`config.mk`:
```
export PLATFORM = sky130hd
export DESIGN_NAME = ccpu_top
export DESIGN_NICKNAME = d
export VERILOG_FILES = /design/src/core/ccpu_pkg.sv /design/src/core/ccpu_cap_if.sv /design/src/core/ccpu_capture.sv /design/src/core/ccpu_top.sv
export SDC_FILE = /design/constraint.sdc
export NUM_CORES = 1
export LEC_CHECK = 0
export BUFFER_PORTS_ARGS = -buffer_cell sky130_fd_sc_hd__buf_4
export CAP_MARGIN = 20
export CORE_MARGIN = 4
export CORE_UTILIZATION = 30
export CTS_CLUSTER_SIZE = 40
export DETAILED_ROUTE_END_ITERATION = 8
export PLACE_DENSITY_LB_ADDON = 0.3
export SETUP_SLACK_MARGIN = 0.1
export SLEW_MARGIN = 20
export SYNTH_ARGS = -nofsm -noshare
export SYNTH_HDL_FRONTEND = slang
export SYNTH_SLANG_ARGS = --single-unit
export TNS_END_PERCENT = 20
```
`constraint.sdc`:
```
create_clock -name pclk -period 6.3 [get_ports pclk]
set_input_delay 0.63 -clock pclk [delete_from_list [all_inputs] [get_ports pclk]]
set_output_delay 0.63 -clock pclk [all_outputs]
set_load 0.02 [all_outputs]
```
`src/core/ccpu_pkg.sv`:
```
// constants and types shared by the capture-compare unit
package ccpu_pkg;
  localparam int unsigned TIMER_W  = 16;
  localparam int unsigned NUM_PWM  = 4;
  // register byte offsets
  localparam logic [7:0] OFF_CTRL     = 8'h00;
  localparam logic [7:0] OFF_INVERT   = 8'h04;
  localparam logic [7:0] OFF_FORCE    = 8'h08;
  localparam logic [7:0] OFF_PERIOD   = 8'h0c;
  localparam logic [3:0] OFF_CMP_HI   = 4'h1;   // 0x10..0x1c by paddr[7:4]
  localparam logic [7:0] OFF_CORE_DIV = 8'h20;
  localparam logic [7:0] OFF_PLL_DIV  = 8'h24;
  localparam logic [7:0] OFF_STATUS   = 8'h28;
  localparam logic [7:0] OFF_CAP_CTRL = 8'h2c;
  localparam logic [7:0] OFF_CAPA_LO  = 8'h30;
  localparam logic [7:0] OFF_CAPA_HI  = 8'h34;
  localparam logic [7:0] OFF_CAPB_LO  = 8'h38;
  localparam logic [7:0] OFF_CAPB_HI  = 8'h3c;
  // field positions
  localparam int unsigned CTRL_RUN_BIT  = 0;
  localparam int unsigned CTRL_ALT_BIT  = 1;
  localparam int unsigned CTRL_HALT_BIT = 2;
  localparam int unsigned STAT_HALT_BIT = 0;
  localparam int unsigned STAT_PHASE_BIT = 1;
  localparam int unsigned STAT_DIV0_BIT = 2;
  localparam int unsigned STAT_CAPA_BIT = 3;
  localparam int unsigned STAT_CAPB_BIT = 4;
  // values after reset
  localparam logic [2:0]         RST_CTRL     = 3'h0;
  localparam logic [NUM_PWM-1:0] RST_INVERT   = 4'h0;
  localparam logic [NUM_PWM-1:0] RST_FORCE    = 4'h0;
  localparam logic [TIMER_W-1:0] RST_PERIOD   = 16'hffff;
  localparam logic [TIMER_W-1:0] RST_CMP      = 16'h0000;
  localparam logic [7:0]         RST_CORE_DIV = 8'h00;
  localparam logic [3:0]         RST_PLL_DIV  = 4'h1;
  localparam logic [3:0]         RST_CAP_CTRL = 4'h0;
  // capture edge selection
  typedef enum logic [1:0] {
    CAP_OFF     = 2'b00,
    CAP_RISING  = 2'b01,
    CAP_FALLING = 2'b10,
    CAP_BOTH    = 2'b11
  } ccpu_edge_type;
endpackage : ccpu_pkg

```
`src/core/ccpu_cap_if.sv`:
```
// link between the unit core and one capture channel
`timescale 1ns/1ps
interface ccpu_cap_if;
  logic [ccpu_pkg::TIMER_W-1:0] timer;
  ccpu_pkg::ccpu_edge_type      edge_sel;
  logic [ccpu_pkg::TIMER_W-1:0] result;
  logic                         captured;
  modport core (output timer, output edge_sel, input result, input captured);
  modport chan (input timer, input edge_sel, output result, output captured);
endinterface : ccpu_cap_if

```
`src/core/ccpu_capture.sv`:
```
// one input capture channel: pin sync, edge detect, result latch
`timescale 1ns/1ps
module ccpu_capture (
  input  wire logic pclk,
  input  wire logic presetn,
  input  wire logic pin,
  ccpu_cap_if.chan  cap
);
  logic sync1;
  logic sync2;
  logic last;
  logic rise;
  logic fall;
  logic hit;

  // two-flop synchroniser plus edge history
  always_ff @(posedge pclk or negedge presetn) begin
    if (!presetn) begin
      sync1 <= 1'b0;
      sync2 <= 1'b0;
      last  <= 1'b0;
    end else begin
      sync1 <= pin;
      sync2 <= sync1;
      last  <= sync2;
    end
  end

  // edge qualification by selected mode
  assign rise = sync2 & ~last;
  assign fall = ~sync2 & last;
  always_comb begin
    unique case (cap.edge_sel)
      ccpu_pkg::CAP_OFF:     hit = 1'b0;
      ccpu_pkg::CAP_RISING:  hit = rise;
      ccpu_pkg::CAP_FALLING: hit = fall;
      ccpu_pkg::CAP_BOTH:    hit = rise | fall;
    endcase
  end

  // independent channel
  // both bytes loaded together
  always_ff @(posedge pclk or negedge presetn) begin
    if (!presetn) begin
      cap.result   <= '0;
      cap.captured <= 1'b0;
    end else begin
      cap.captured <= hit;
      if (hit) begin
        cap.result <= cap.timer;
      end
    end
  end
endmodule : ccpu_capture

```
`src/core/ccpu_top.sv`:
```
// capture-compare unit: pwm outputs, two captures, apb registers
//
// Notes on behaviour
// alternate mode outputs pair alternately
// every pwm output has own inversion
// halt forces outputs to force levels
// inverted inactive alternate level follows inversion
// software keeps pll input 0.5-1 MHz
// tick through core and pll dividers
// software avoids pll divider value zero
// two independent capture channels a, b
// results read as low, high bytes
// high byte read returns current value
// capture loads both bytes same cycle
`timescale 1ns/1ps
module ccpu_top #(
  parameter int unsigned NUM_PWM = ccpu_pkg::NUM_PWM
) (
  input  wire logic               pclk,
  input  wire logic               presetn,
  input  wire logic               psel,
  input  wire logic               penable,
  input  wire logic               pwrite,
  input  wire logic [7:0]         paddr,
  input  wire logic [31:0]        pwdata,
  output logic      [31:0]        prdata,
  output logic                    pready,
  output logic                    pslverr,
  input  wire logic               capture_channel_a,
  input  wire logic               capture_channel_b,
  input  wire logic               halt_in,
  output logic      [NUM_PWM-1:0] pwm_out
);
  localparam int unsigned TW = ccpu_pkg::TIMER_W;

  // elaboration check on the output count
  if (NUM_PWM < 2 || NUM_PWM > 4) begin : g_bad_num_pwm
    $error("NUM_PWM must lie between 2 and 4");
  end

  logic [2:0]         ctrl;
  logic [NUM_PWM-1:0] invert;
  logic [NUM_PWM-1:0] halt_force_level;
  logic [TW-1:0]      period;
  logic [TW-1:0]      cmp [NUM_PWM];
  logic [7:0]         core_clock_divider;
  logic [3:0]         pll_input_divider;
  logic [3:0]         cap_ctrl;
  logic [1:0]         cap_seen;
  logic [7:0]         div_m_cnt;
  logic [3:0]         div_p_cnt;
  logic               tick;
  logic [TW-1:0]      timer;
  logic               phase;
  logic               halt_s1;
  logic               halt_s2;
  logic               halted;
  logic               wr_en;
  logic               rd_en;
  logic               mapped;
  logic [31:0]        next_prdata;
  logic [NUM_PWM-1:0] next_pwm;

  ccpu_cap_if cap_a_if ();
  ccpu_cap_if cap_b_if ();

  // channel a
  ccpu_capture u_cap_a (
    .pclk    (pclk),
    .presetn (presetn),
    .pin     (capture_channel_a),
    .cap     (cap_a_if.chan)
  );

  // channel b
  ccpu_capture u_cap_b (
    .pclk    (pclk),
    .presetn (presetn),
    .pin     (capture_channel_b),
    .cap     (cap_b_if.chan)
  );

  // timer value and edge mode to channels
  assign cap_a_if.timer    = timer;
  assign cap_b_if.timer    = timer;
  assign cap_a_if.edge_sel = ccpu_pkg::ccpu_edge_type'(cap_ctrl[1:0]);
  assign cap_b_if.edge_sel = ccpu_pkg::ccpu_edge_type'(cap_ctrl[3:2]);

  // apb access phase decode
  assign wr_en = psel & penable & pready & pwrite;
  assign rd_en = psel & penable & ~pready & ~pwrite;

  // halt pin synchroniser
  always_ff @(posedge pclk or negedge presetn) begin
    if (!presetn) begin
      halt_s1 <= 1'b0;
      halt_s2 <= 1'b0;
    end else begin
      halt_s1 <= halt_in;
      halt_s2 <= halt_s1;
    end
  end
  assign halted = halt_s2 | ctrl[ccpu_pkg::CTRL_HALT_BIT];

  // pready one cycle into the access phase
  always_ff @(posedge pclk or negedge presetn) begin
    if (!presetn) begin
      pready  <= 1'b0;
      pslverr <= 1'b0;
    end else begin
      pready  <= psel & penable & ~pready;
      pslverr <= psel & penable & ~pready & ~mapped;
    end
  end

  // control registers written by software
  always_ff @(posedge pclk or negedge presetn) begin
    if (!presetn) begin
      ctrl               <= ccpu_pkg::RST_CTRL;
      invert             <= NUM_PWM'(ccpu_pkg::RST_INVERT);
      halt_force_level   <= NUM_PWM'(ccpu_pkg::RST_FORCE);
      period             <= ccpu_pkg::RST_PERIOD;
      core_clock_divider <= ccpu_pkg::RST_CORE_DIV;
      pll_input_divider  <= ccpu_pkg::RST_PLL_DIV;
      cap_ctrl           <= ccpu_pkg::RST_CAP_CTRL;
      for (int i = 0; i < NUM_PWM; i++) begin
        cmp[i] <= ccpu_pkg::RST_CMP;
      end
    end else if (wr_en) begin
      unique case (paddr)
        ccpu_pkg::OFF_CTRL:     ctrl <= pwdata[2:0];
        ccpu_pkg::OFF_INVERT:   invert <= pwdata[NUM_PWM-1:0];
        ccpu_pkg::OFF_FORCE:    halt_force_level <= pwdata[NUM_PWM-1:0];
        ccpu_pkg::OFF_PERIOD:   period <= pwdata[TW-1:0];
        ccpu_pkg::OFF_CORE_DIV: core_clock_divider <= pwdata[7:0];
        ccpu_pkg::OFF_PLL_DIV:  pll_input_divider <= pwdata[3:0];
        ccpu_pkg::OFF_CAP_CTRL: cap_ctrl <= pwdata[3:0];
        default: begin
          if (paddr[7:4] == ccpu_pkg::OFF_CMP_HI
              && 32'(paddr[3:2]) < NUM_PWM) begin
            cmp[paddr[3:2]] <= pwdata[TW-1:0];
          end
        end
      endcase
    end
  end

  // capture seen flags, set wins over write-one clear
  always_ff @(posedge pclk or negedge presetn) begin
    if (!presetn) begin
      cap_seen <= 2'h0;
    end else begin
      for (int i = 0; i < 2; i++) begin
        if ((i == 0 ? cap_a_if.captured : cap_b_if.captured)) begin
          cap_seen[i] <= 1'b1;
        end else if (wr_en && paddr == ccpu_pkg::OFF_STATUS
                     && pwdata[ccpu_pkg::STAT_CAPA_BIT + i]) begin
          cap_seen[i] <= 1'b0;
        end
      end
    end
  end

  // core divider then pll input divider give the tick
  always_ff @(posedge pclk or negedge presetn) begin
    if (!presetn) begin
      div_m_cnt <= 8'h00;
      div_p_cnt <= 4'h0;
      tick      <= 1'b0;
    end else begin
      tick <= 1'b0;
      if (div_m_cnt >= core_clock_divider) begin
        div_m_cnt <= 8'h00;
        // zero divider still ticks here, reported in status
        if (div_p_cnt >= pll_input_divider) begin
          div_p_cnt <= 4'h0;
          tick      <= 1'b1;
        end else begin
          div_p_cnt <= div_p_cnt + 4'h1;
        end
      end else begin
        div_m_cnt <= div_m_cnt + 8'h01;
      end
    end
  end

  // timer runs when enabled and not halted; phase flips each period
  always_ff @(posedge pclk or negedge presetn) begin
    if (!presetn) begin
      timer <= '0;
      phase <= 1'b0;
    end else if (!ctrl[ccpu_pkg::CTRL_RUN_BIT]) begin
      timer <= '0;
      phase <= 1'b0;
    end else if (tick && !halted) begin
      if (timer >= period) begin
        timer <= '0;
        phase <= ~phase;
      end else begin
        timer <= timer + TW'(1);
      end
    end
  end

  // pwm levels before the output flops
  always_comb begin
    next_pwm = '0;
    for (int i = 0; i < NUM_PWM; i++) begin
      next_pwm[i] = ctrl[ccpu_pkg::CTRL_RUN_BIT] && (timer < cmp[i]);
    end
    // pair 0/1 alternate, inactive member held at zero
    if (ctrl[ccpu_pkg::CTRL_ALT_BIT]) begin
      next_pwm[0] = next_pwm[0] & ~phase;
      next_pwm[1] = ctrl[ccpu_pkg::CTRL_RUN_BIT] && (timer < cmp[0]) && phase;
    end
    // per-output polarity
    // inactive inverted level is high, not forced low
    next_pwm = next_pwm ^ invert;
    // halt forces preset levels
    if (halted) begin
      next_pwm = halt_force_level;
    end
  end

  // registered pwm outputs
  always_ff @(posedge pclk or negedge presetn) begin
    if (!presetn) begin
      pwm_out <= '0;
    end else begin
      pwm_out <= next_pwm;
    end
  end

  // read mux
  always_comb begin
    next_prdata = 32'h0000_0000;
    mapped      = 1'b1;
    unique case (paddr)
      ccpu_pkg::OFF_CTRL:     next_prdata[2:0] = ctrl;
      ccpu_pkg::OFF_INVERT:   next_prdata[NUM_PWM-1:0] = invert;
      ccpu_pkg::OFF_FORCE:    next_prdata[NUM_PWM-1:0] = halt_force_level;
      ccpu_pkg::OFF_PERIOD:   next_prdata[TW-1:0] = period;
      ccpu_pkg::OFF_CORE_DIV: next_prdata[7:0] = core_clock_divider;
      ccpu_pkg::OFF_PLL_DIV:  next_prdata[3:0] = pll_input_divider;
      ccpu_pkg::OFF_CAP_CTRL: next_prdata[3:0] = cap_ctrl;
      ccpu_pkg::OFF_STATUS: begin
        next_prdata[ccpu_pkg::STAT_HALT_BIT]  = halted;
        next_prdata[ccpu_pkg::STAT_PHASE_BIT] = phase;
        next_prdata[ccpu_pkg::STAT_DIV0_BIT]  = (pll_input_divider == 4'h0);
        next_prdata[ccpu_pkg::STAT_CAPB_BIT:ccpu_pkg::STAT_CAPA_BIT] =
          cap_seen;
      end
      // low and high bytes
      // high byte is the live result
      ccpu_pkg::OFF_CAPA_LO:  next_prdata[7:0] = cap_a_if.result[7:0];
      ccpu_pkg::OFF_CAPA_HI:  next_prdata[7:0] = cap_a_if.result[15:8];
      ccpu_pkg::OFF_CAPB_LO:  next_prdata[7:0] = cap_b_if.result[7:0];
      ccpu_pkg::OFF_CAPB_HI:  next_prdata[7:0] = cap_b_if.result[15:8];
      default: begin
        if (paddr[7:4] == ccpu_pkg::OFF_CMP_HI
            && 32'(paddr[3:2]) < NUM_PWM) begin
          next_prdata[TW-1:0] = cmp[paddr[3:2]];
        end else begin
          mapped = 1'b0;
        end
      end
    endcase
    if (paddr[1:0] != 2'b00) begin
      mapped = 1'b0;
    end
  end

  // read data registered with pready
  always_ff @(posedge pclk or negedge presetn) begin
    if (!presetn) begin
      prdata <= 32'h0000_0000;
    end else if (rd_en) begin
      prdata <= next_prdata;
    end
  end
endmodule : ccpu_top

```
==> results of run 1 <==
==> layer usage <==
layer	global-route usage	vias up
met1	0.216	4116
li1	-	3968
met5	0	-
met4	0.0315	0
met2	0.264	198
met3	0.0221	34
==> metrics by stage <==
| step | util | instance area (µm²) | instances | setup slack, ns | hold WS (ns) |
|---|---|---|---|---|---|
| 2_1_floorplan | - | 11300 | 1134 | 4.15 | 0.331 |
| 6_report | 0.348 | 12800 | 1645 | 3.12 | 0.0938 |
| 3_5_place_dp | 0.328 | 12000 | 1603 | 2.62 | 0.335 |
| 4_1_cts | 0.347 | 12800 | 1644 | 3.13 | 0.112 |
| 5_1_grt | 0.348 | 12800 | 1645 | 3.00 | 0.119 |
| 3_3_place_gp | 0.328 | 12000 | 1603 | 2.68 | 0.333 |
==> state kept, by name, indices dropped and copies added (netlist names), 2 cells and up <==
signal / flops
cmp: 64
prdata: 16
u_cap_b.cap.result: 16
cap_seen: 2
pwm_out: 4
cap_a_if.timer: 16
halt_force_level: 4
core_clock_divider: 8
div_p_cnt: 4
pll_input_divider: 4
cap_ctrl: 4
period: 16
u_cap_a.cap.result: 16
div_m_cnt: 8
ctrl: 3
invert: 4
==> cell usage in the layout (no fill, tap or decap), types with 16 or more instances in the layout <==
| cell | synthesis | final |
|---|---|---|
| nand3_1 | 26 | 26 |
| buf_4 | 18 | 62 |
| nor2_1 | 61 | 58 |
| a22oi_1 | 18 | 18 |
| xor2_1 | 16 | 16 |
| mux4_2 | 19 | 19 |
| dfstp_2 | 17 | 17 |
| a21oi_1 | 46 | 46 |
| clkbuf_16 | 0 | 23 |
| ha_1 | 95 | 95 |
| mux2_2 | 55 | 55 |
| dfrtp_1 | 186 | 186 |
| nand2_1 | 146 | 146 |
| inv_1 | 96 | 96 |
| o21ai_0 | 114 | 114 |
| conb_1 | 1 | 16 |
==> critical path, delay by kind of cell, from the launching register on <==
kind / cells / cell delay (ns)
flops: 1 / 0.75
fa+ha+maj: 1 / 0.39
xor+xnor: 1 / 0.18
compound gates: 6 / 1.70
==> power by group through the flow <==
stage                     Sequential, W  Combinational [W]  Clock (W)
final                           0.00136           0.000237    0.00131
after global routing            0.00136           0.000262    0.00139
after CTS                       0.00136           0.000241    0.00134
after detailed placement        0.00138           0.000241          0
after global placement          0.00138           0.000238          0
after floorplan                 0.00141          0.0000992          0
==> cells by family (layout without fill, tap and decap cells) <==
| group | Yosys count | in the layout |
|---|---|---|
| simple gates | 306 | 306 |
| compound gates | 250 | 250 |
| flops | 203 | 203 |
| buf+inv | 159 | 202 |
| fa+ha+maj | 95 | 95 |
| mux | 84 | 84 |
| xor+xnor | 21 | 21 |
| other cells | 1 | 16 |
==> cells in the mapped netlist, types with 18 or more instances <==
cell,instances
buf_2,22
ha_1,95
inv_1,96
mux4_2,19
mux2_2,55
nand2_1,146
dfrtp_1,186
a21oi_1,46
nand3_1,26
nor2_1,61
o21ai_0,114
buf_4,18
a22oi_1,18
clkbuf_1,23
==> layout make-up <==
| class | count | area, µm² |
|---|---|---|
| clock inverters | 6 | 61.3 |
| multi-input cells | 772 | 5510 |
| well taps | 468 | 586 |
| repair buffers | 65 | 505 |
| flip-flops and latches | 203 | 5100 |
| clock buffers | 35 | 661 |
| fillers | 3765 | 24000 |
| inverters | 96 | 360 |
==> worst max-delay path by stage <==
stage | startpoint | endpoint | slack (ns) | depth (start not counted)
after global routing | cap_a_if.timer[11]$_DFFE_PN0P_ | pwm_out[3]$_DFF_PN0_ | 3.00 | 8
after detailed placement | paddr[4] | cmp[48]$_DFFE_PN0P_ | 2.62 | 5
final | cap_a_if.timer[11]$_DFFE_PN0P_ | pwm_out[3]$_DFF_PN0_ | 3.12 | 8
after floorplan | period[15]$_DFFE_PN1P_ | cap_a_if.timer[10]$_DFFE_PN0P_ | 4.15 | 9
after global placement | paddr[4] | cmp[48]$_DFFE_PN0P_ | 2.68 | 5
after CTS | cap_a_if.timer[11]$_DFFE_PN0P_ | pwm_out[3]$_DFF_PN0_ | 3.13 | 8
==> qor.yml, run 1 <==
status:
  status: "finished clean"
setup_path:
  cp-start-kind: "flop"
  crit_chain: "ha_1 > a21oi_1 > o21ai_0 > a2111oi_0 > o21ai_0 > a31oi_1 > xnor2_1 > o21ai_0"
  critical_path_required_ns: 6.66
  ff2ff_setup_slack_ns: 3.12
  reg2reg_from: "cap_a_if.timer[11]$_DFFE_PN0P_"
  max_stage_delay_ns: 0.75
  crit_top_cell: "o21ai_0"
  worst_setup_path_end_kind: "flop"
  critPathMaxFanout: 10
  critPathKind: "reg -> reg"
  worst_ep_arrival_time_ns: 3.54
  crit_path_top_delay_cell: "dfrtp_1"
  r2r-end: "pwm_out[3]$_DFF_PN0_"
  reg2reg_depth: 8
detailed_routing:
  dr_wl_met3_um: 1730
  wl_per_cell_um: 19.3
  drt_iter0_markers: 657
  firstDrtPassIters: 5
  drt-vias-per-instance: 5.06
  vias: 8316
  met2_wirelength_um: 15100
  drt-total-wl_um: 31800
  antenna_left: 0
  drc: 0
  maxUsedRoutingLayer: "met4"
  met1_length_um: 14400
cts:
  worstSkewPairLatency_ns: 0.50
  clk_pin_slew_ns: 0.06
  clock-sinks: 203
  cts_inserted_buffers: 23
  cts_tree: "done"
  cts_root_buffer: "clkbuf_16"
  cts-resized-gates: 0
  clockBufferDepth: 3
  htreeDepth: 1
  hold_buffers: 0
  post_cts_buffers: 0
synth:
  synthMuxAreaShare: 0.102
  ys_dominant_reg_cell: "dfrtp_1"
  async_flop_share: 1.00
  synthTopCellsByArea: "dfrtp_1 41%, ha_1 11%, mux2_2 5.5%"
  synthCells: 1119
  synth_top_family_by_area: "compound AO/OA/AOI/OAI gates"
  ys_types: 61
  synth_top_area_frac: 0.415
  synth_xor_area_frac: 0.0164
  yosys_warnings: 0
  synth-compound-area-share: 0.132
  synth_fa_ha_area_frac: 0.106
  synth_edf_count: 0
  syn_area_um2: 11200
  avgSynthCellArea_um2: 10.0
  synth_top_area_cell: "dfrtp_1"
  synth-simple-area-share: 0.127
  ys_seq_elements: 203
  ys_seq_area_frac: 0.454
pwr:
  seqPwrFrac: 0.468
  pwr-share-comb: 0.082
  p_per_area_nw_per_um2: 227
  p_leak_nw: 6.27
  p_total_w: 0.00290
  p_sw_frac: 0.247
  switching_power_w: 0.000718
  ir_drop_mv: 0.156
  clkPwrFrac: 0.450
  p_int_w: 0.00218
floorplan:
  dieArea_um2: 40600
  die_w_um: 201
  initial_core_util: 0.305
  core-area_um2: 36800
  fp.dieH_um: 201
  rows: 70
  ioPinCount: 86
timing:
  finalSetupViolations: 0
  fin_crit_ns: 3.18
  setup_tns_ns: 0
  maxSlewViolCount: 0
  relSlewSlack: 0.310
  rsz0062_at_grt: "no"
  worstMarginPinSlew_ns: 1.03
  period_share: 0.504
  final-hold-violation-count: 0
  clock_skew_ns: 0.0121
  max_freq_mhz: 315
placement:
  numPortBuffers: 53
  gp_congestion: 0.868
  dp_hpwl_um: 22800
global_routing:
  antenna_found_initial: 0
  grt_max_degree: 80
  grt_usage: 0.156
  grt_pass1_vias: 8316
  grt_pass1_wl_um: 50300
  overflow: 0
finish:
  area_growth_pct: 13.9
  diodes: 0
  drive_above_1_share: 0.175
  final_nets: 1304
job:
  maxCapViolations: 0
worst_hold_path:
  hp-class: "in -> async"
Note: power is estimated with default switching activity, not from simulation.
==> run 2, diff against run 1 <==
Clock period 6.3 ns to 2.62 ns, I/O delays scaled along.
==> run 2 against run 1 <==
Effect of this change: flip-flop and latch count unchanged; first-iteration DRC count decreased by 6.7%; utilization increased by 1.0 points; critical path depth increased by 1; combinational power increased to 2.5 times the previous value; cell area increased by 3.0%; non-clock buffer count increased by 39; highest routed layer unchanged; final cell count increased by 2.4%; clock power increased by 150%; setup slack got worse by 2.9 ns.
==> qor.yml, run 2 (synthesis results as in run 1) <==
status:
  status: "finished clean"
worst_hold_path:
  hp-class: "in -> reg"
  hold_depth: 3
  hold_start: "pwdata[11]"
job:
  maxCapViolations: 0
detailed_routing:
  met1_length_um: 15300
  met2_wirelength_um: 15000
  dr_wl_met3_um: 1460
  vias: 8462
  antenna_left: 0
  drt_iter0_markers: 613
  drc: 0
  firstDrtPassIters: 5
  drt-total-wl_um: 32800
  maxUsedRoutingLayer: "met4"
  wl_per_cell_um: 19.5
  drt-vias-per-instance: 5.02
setup_path:
  crit_start: "period[15]$_DFFE_PN1P_"
  crit_path_top_delay_cell: "dfstp_2"
  critPathMaxFanout: 4
  crit_family: "compound AO/OA/AOI/OAI gates"
  reg2reg_depth: 9
  cp.depth: 9
  cp-start-kind: "flop"
  critPathKind: "reg -> reg"
  crit_chain: "inv_1 > ha_1 > and3_1 > a221oi_2 > o2111ai_2 > a41oi_2 > nor2_1 > o21ai_0 > a21o_1"
  reg2reg_from: "period[15]$_DFFE_PN1P_"
  max_stage_delay_ns: 0.53
  critical_path_required_ns: 3.06
  worst_ep_arrival_time_ns: 2.83
  crit_buf_inv: 1
  worst_setup_path_end_kind: "flop"
global_routing:
  grt_usage: 0.160
  antenna_found_initial: 0
  grt_pass1_wl_um: 51900
  overflow: 0
  grt_max_degree: 60
  grt_pass1_vias: 8682
floorplan:
  initial_core_util: 0.305
  fp.dieH_um: 201
  ioPinCount: 86
  rows: 70
  die_w_um: 201
  core-area_um2: 36800
  dieArea_um2: 40600
timing:
  finalSetupViolations: 0
  final-hold-violation-count: 0
  fin_crit_ns: 2.39
  clock_skew_ns: 0.0152
  rsz0062_at_grt: "yes"
  setup_tns_ns: 0
  period_share: 0.911
  max_freq_mhz: 419
  maxSlewViolCount: 0
  relSlewSlack: 0.530
  worstMarginPinSlew_ns: 0.702
finish:
  multiInputGateArea_um2: 5530
  fill_cells: 3764
  finalNonFillerCells: 1684
  largest_reg_flops: 64
  final_cell_mix: "186 x dfrtp_1, 146 x nand2_1, 112 x o21ai_0"
  design_area_um2: 13200
  area_growth_pct: 17.3
  drive_above_1_share: 0.199
  diodes: 0
  regArea_um2: 5100
  largest_register: "cmp"
  final_core_util: 0.358
  final_nets: 1343
  final_common_cell: "dfrtp_1"
cts:
  cts_root_buffer: "clkbuf_16"
  cts_tree: "done"
  clock-sinks: 203
  clk_pin_slew_ns: 0.06
  htreeDepth: 1
  worstSkewPairLatency_ns: 0.51
  clockBufferDepth: 3
  cts_inserted_buffers: 23
placement:
  placed_area_um2: 12300
  dp_hpwl_um: 24300
  numPortBuffers: 53
  gp_congestion: 0.895
  post-place-cells: 1636
pwr:
  p_total_w: 0.00712
  p_per_area_nw_per_um2: 541
  p_leak_nw: 6.50
  ir_drop_mv: 0.519
[run 2: cell types whose count changed in the layout (fill, tap and decap cells not counted), sizes merged]
cell	before	now
buf	64	96
bufinv	1	2
clkbuf	36	35
clkinv	4	3
dlygate4sd3	0	7
inv	96	97
[run 2: metal layers]
layer | vias up | track usage
met2 | 184 | 0.258
met4 | 0 | 0.0505
li1 | 4044 | -
met1 | 4182 | 0.227
met3 | 52 | 0.0184
met5 | - | 0
[run 2: worst min-delay path: stages]
cell and delay [ns]:
buf_4 0.14, nand2_1 0.06, o21ai_0 0.07
[run 2: cell type report]
type / count / area share
clock buffers: 34 / 0.0499
clock inverters: 7 / 0.00712
inverters: 96 / 0.0274
multi-input cells: 772 / 0.420
flip-flops and latches: 203 / 0.387
well taps: 468 / 0.0444
repair buffers: 104 / 0.0639
[run 2: per-stage QoR]
stage | hold WS [ns] | worst slack [ns]
after global placement | 0.282 | 0.130
after global routing | 0.0230 | 0.0887
after CTS | 0.0124 | 0.165
after floorplan | -0.0336 | 0.470
final | 0.0321 | 0.233
after detailed placement | 0.273 | 0.103
[run 2: final timing paths]
path                                            endpoint  slack, ns
max                        cap_a_if.timer[2]$_DFFE_PN0P_       0.23
min                               period[11]$_DFFE_PN1P_       0.03
max reg2reg                cap_a_if.timer[2]$_DFFE_PN0P_       0.23
min reg2reg                      u_cap_a.sync2$_DFF_PN0_       0.35
max in group asynchronous          period[2]$_DFFE_PN1P_       1.52
min in group asynchronous         u_cap_b.last$_DFF_PN0_       0.30
[run 2: report_power, final]
| part | internal, W | switching [W] |
|---|---|---|
| Clock | 0.00194 | 0.00132 |
| Sequential | 0.00322 | 0.0000461 |
| Combinational | 0.000214 | 0.000385 |
| Total | 0.00537 | 0.00175 |
[run 2: what timing repair did]
item,4_1_cts,5_1_grt
pin swaps,0,1
setup buffers,0,0
hold buffers,7,0
cloned,0,0
gates resized for setup,1,4
endpoints found under the setup margin,2,11
endpoints found under the hold margin,52,0
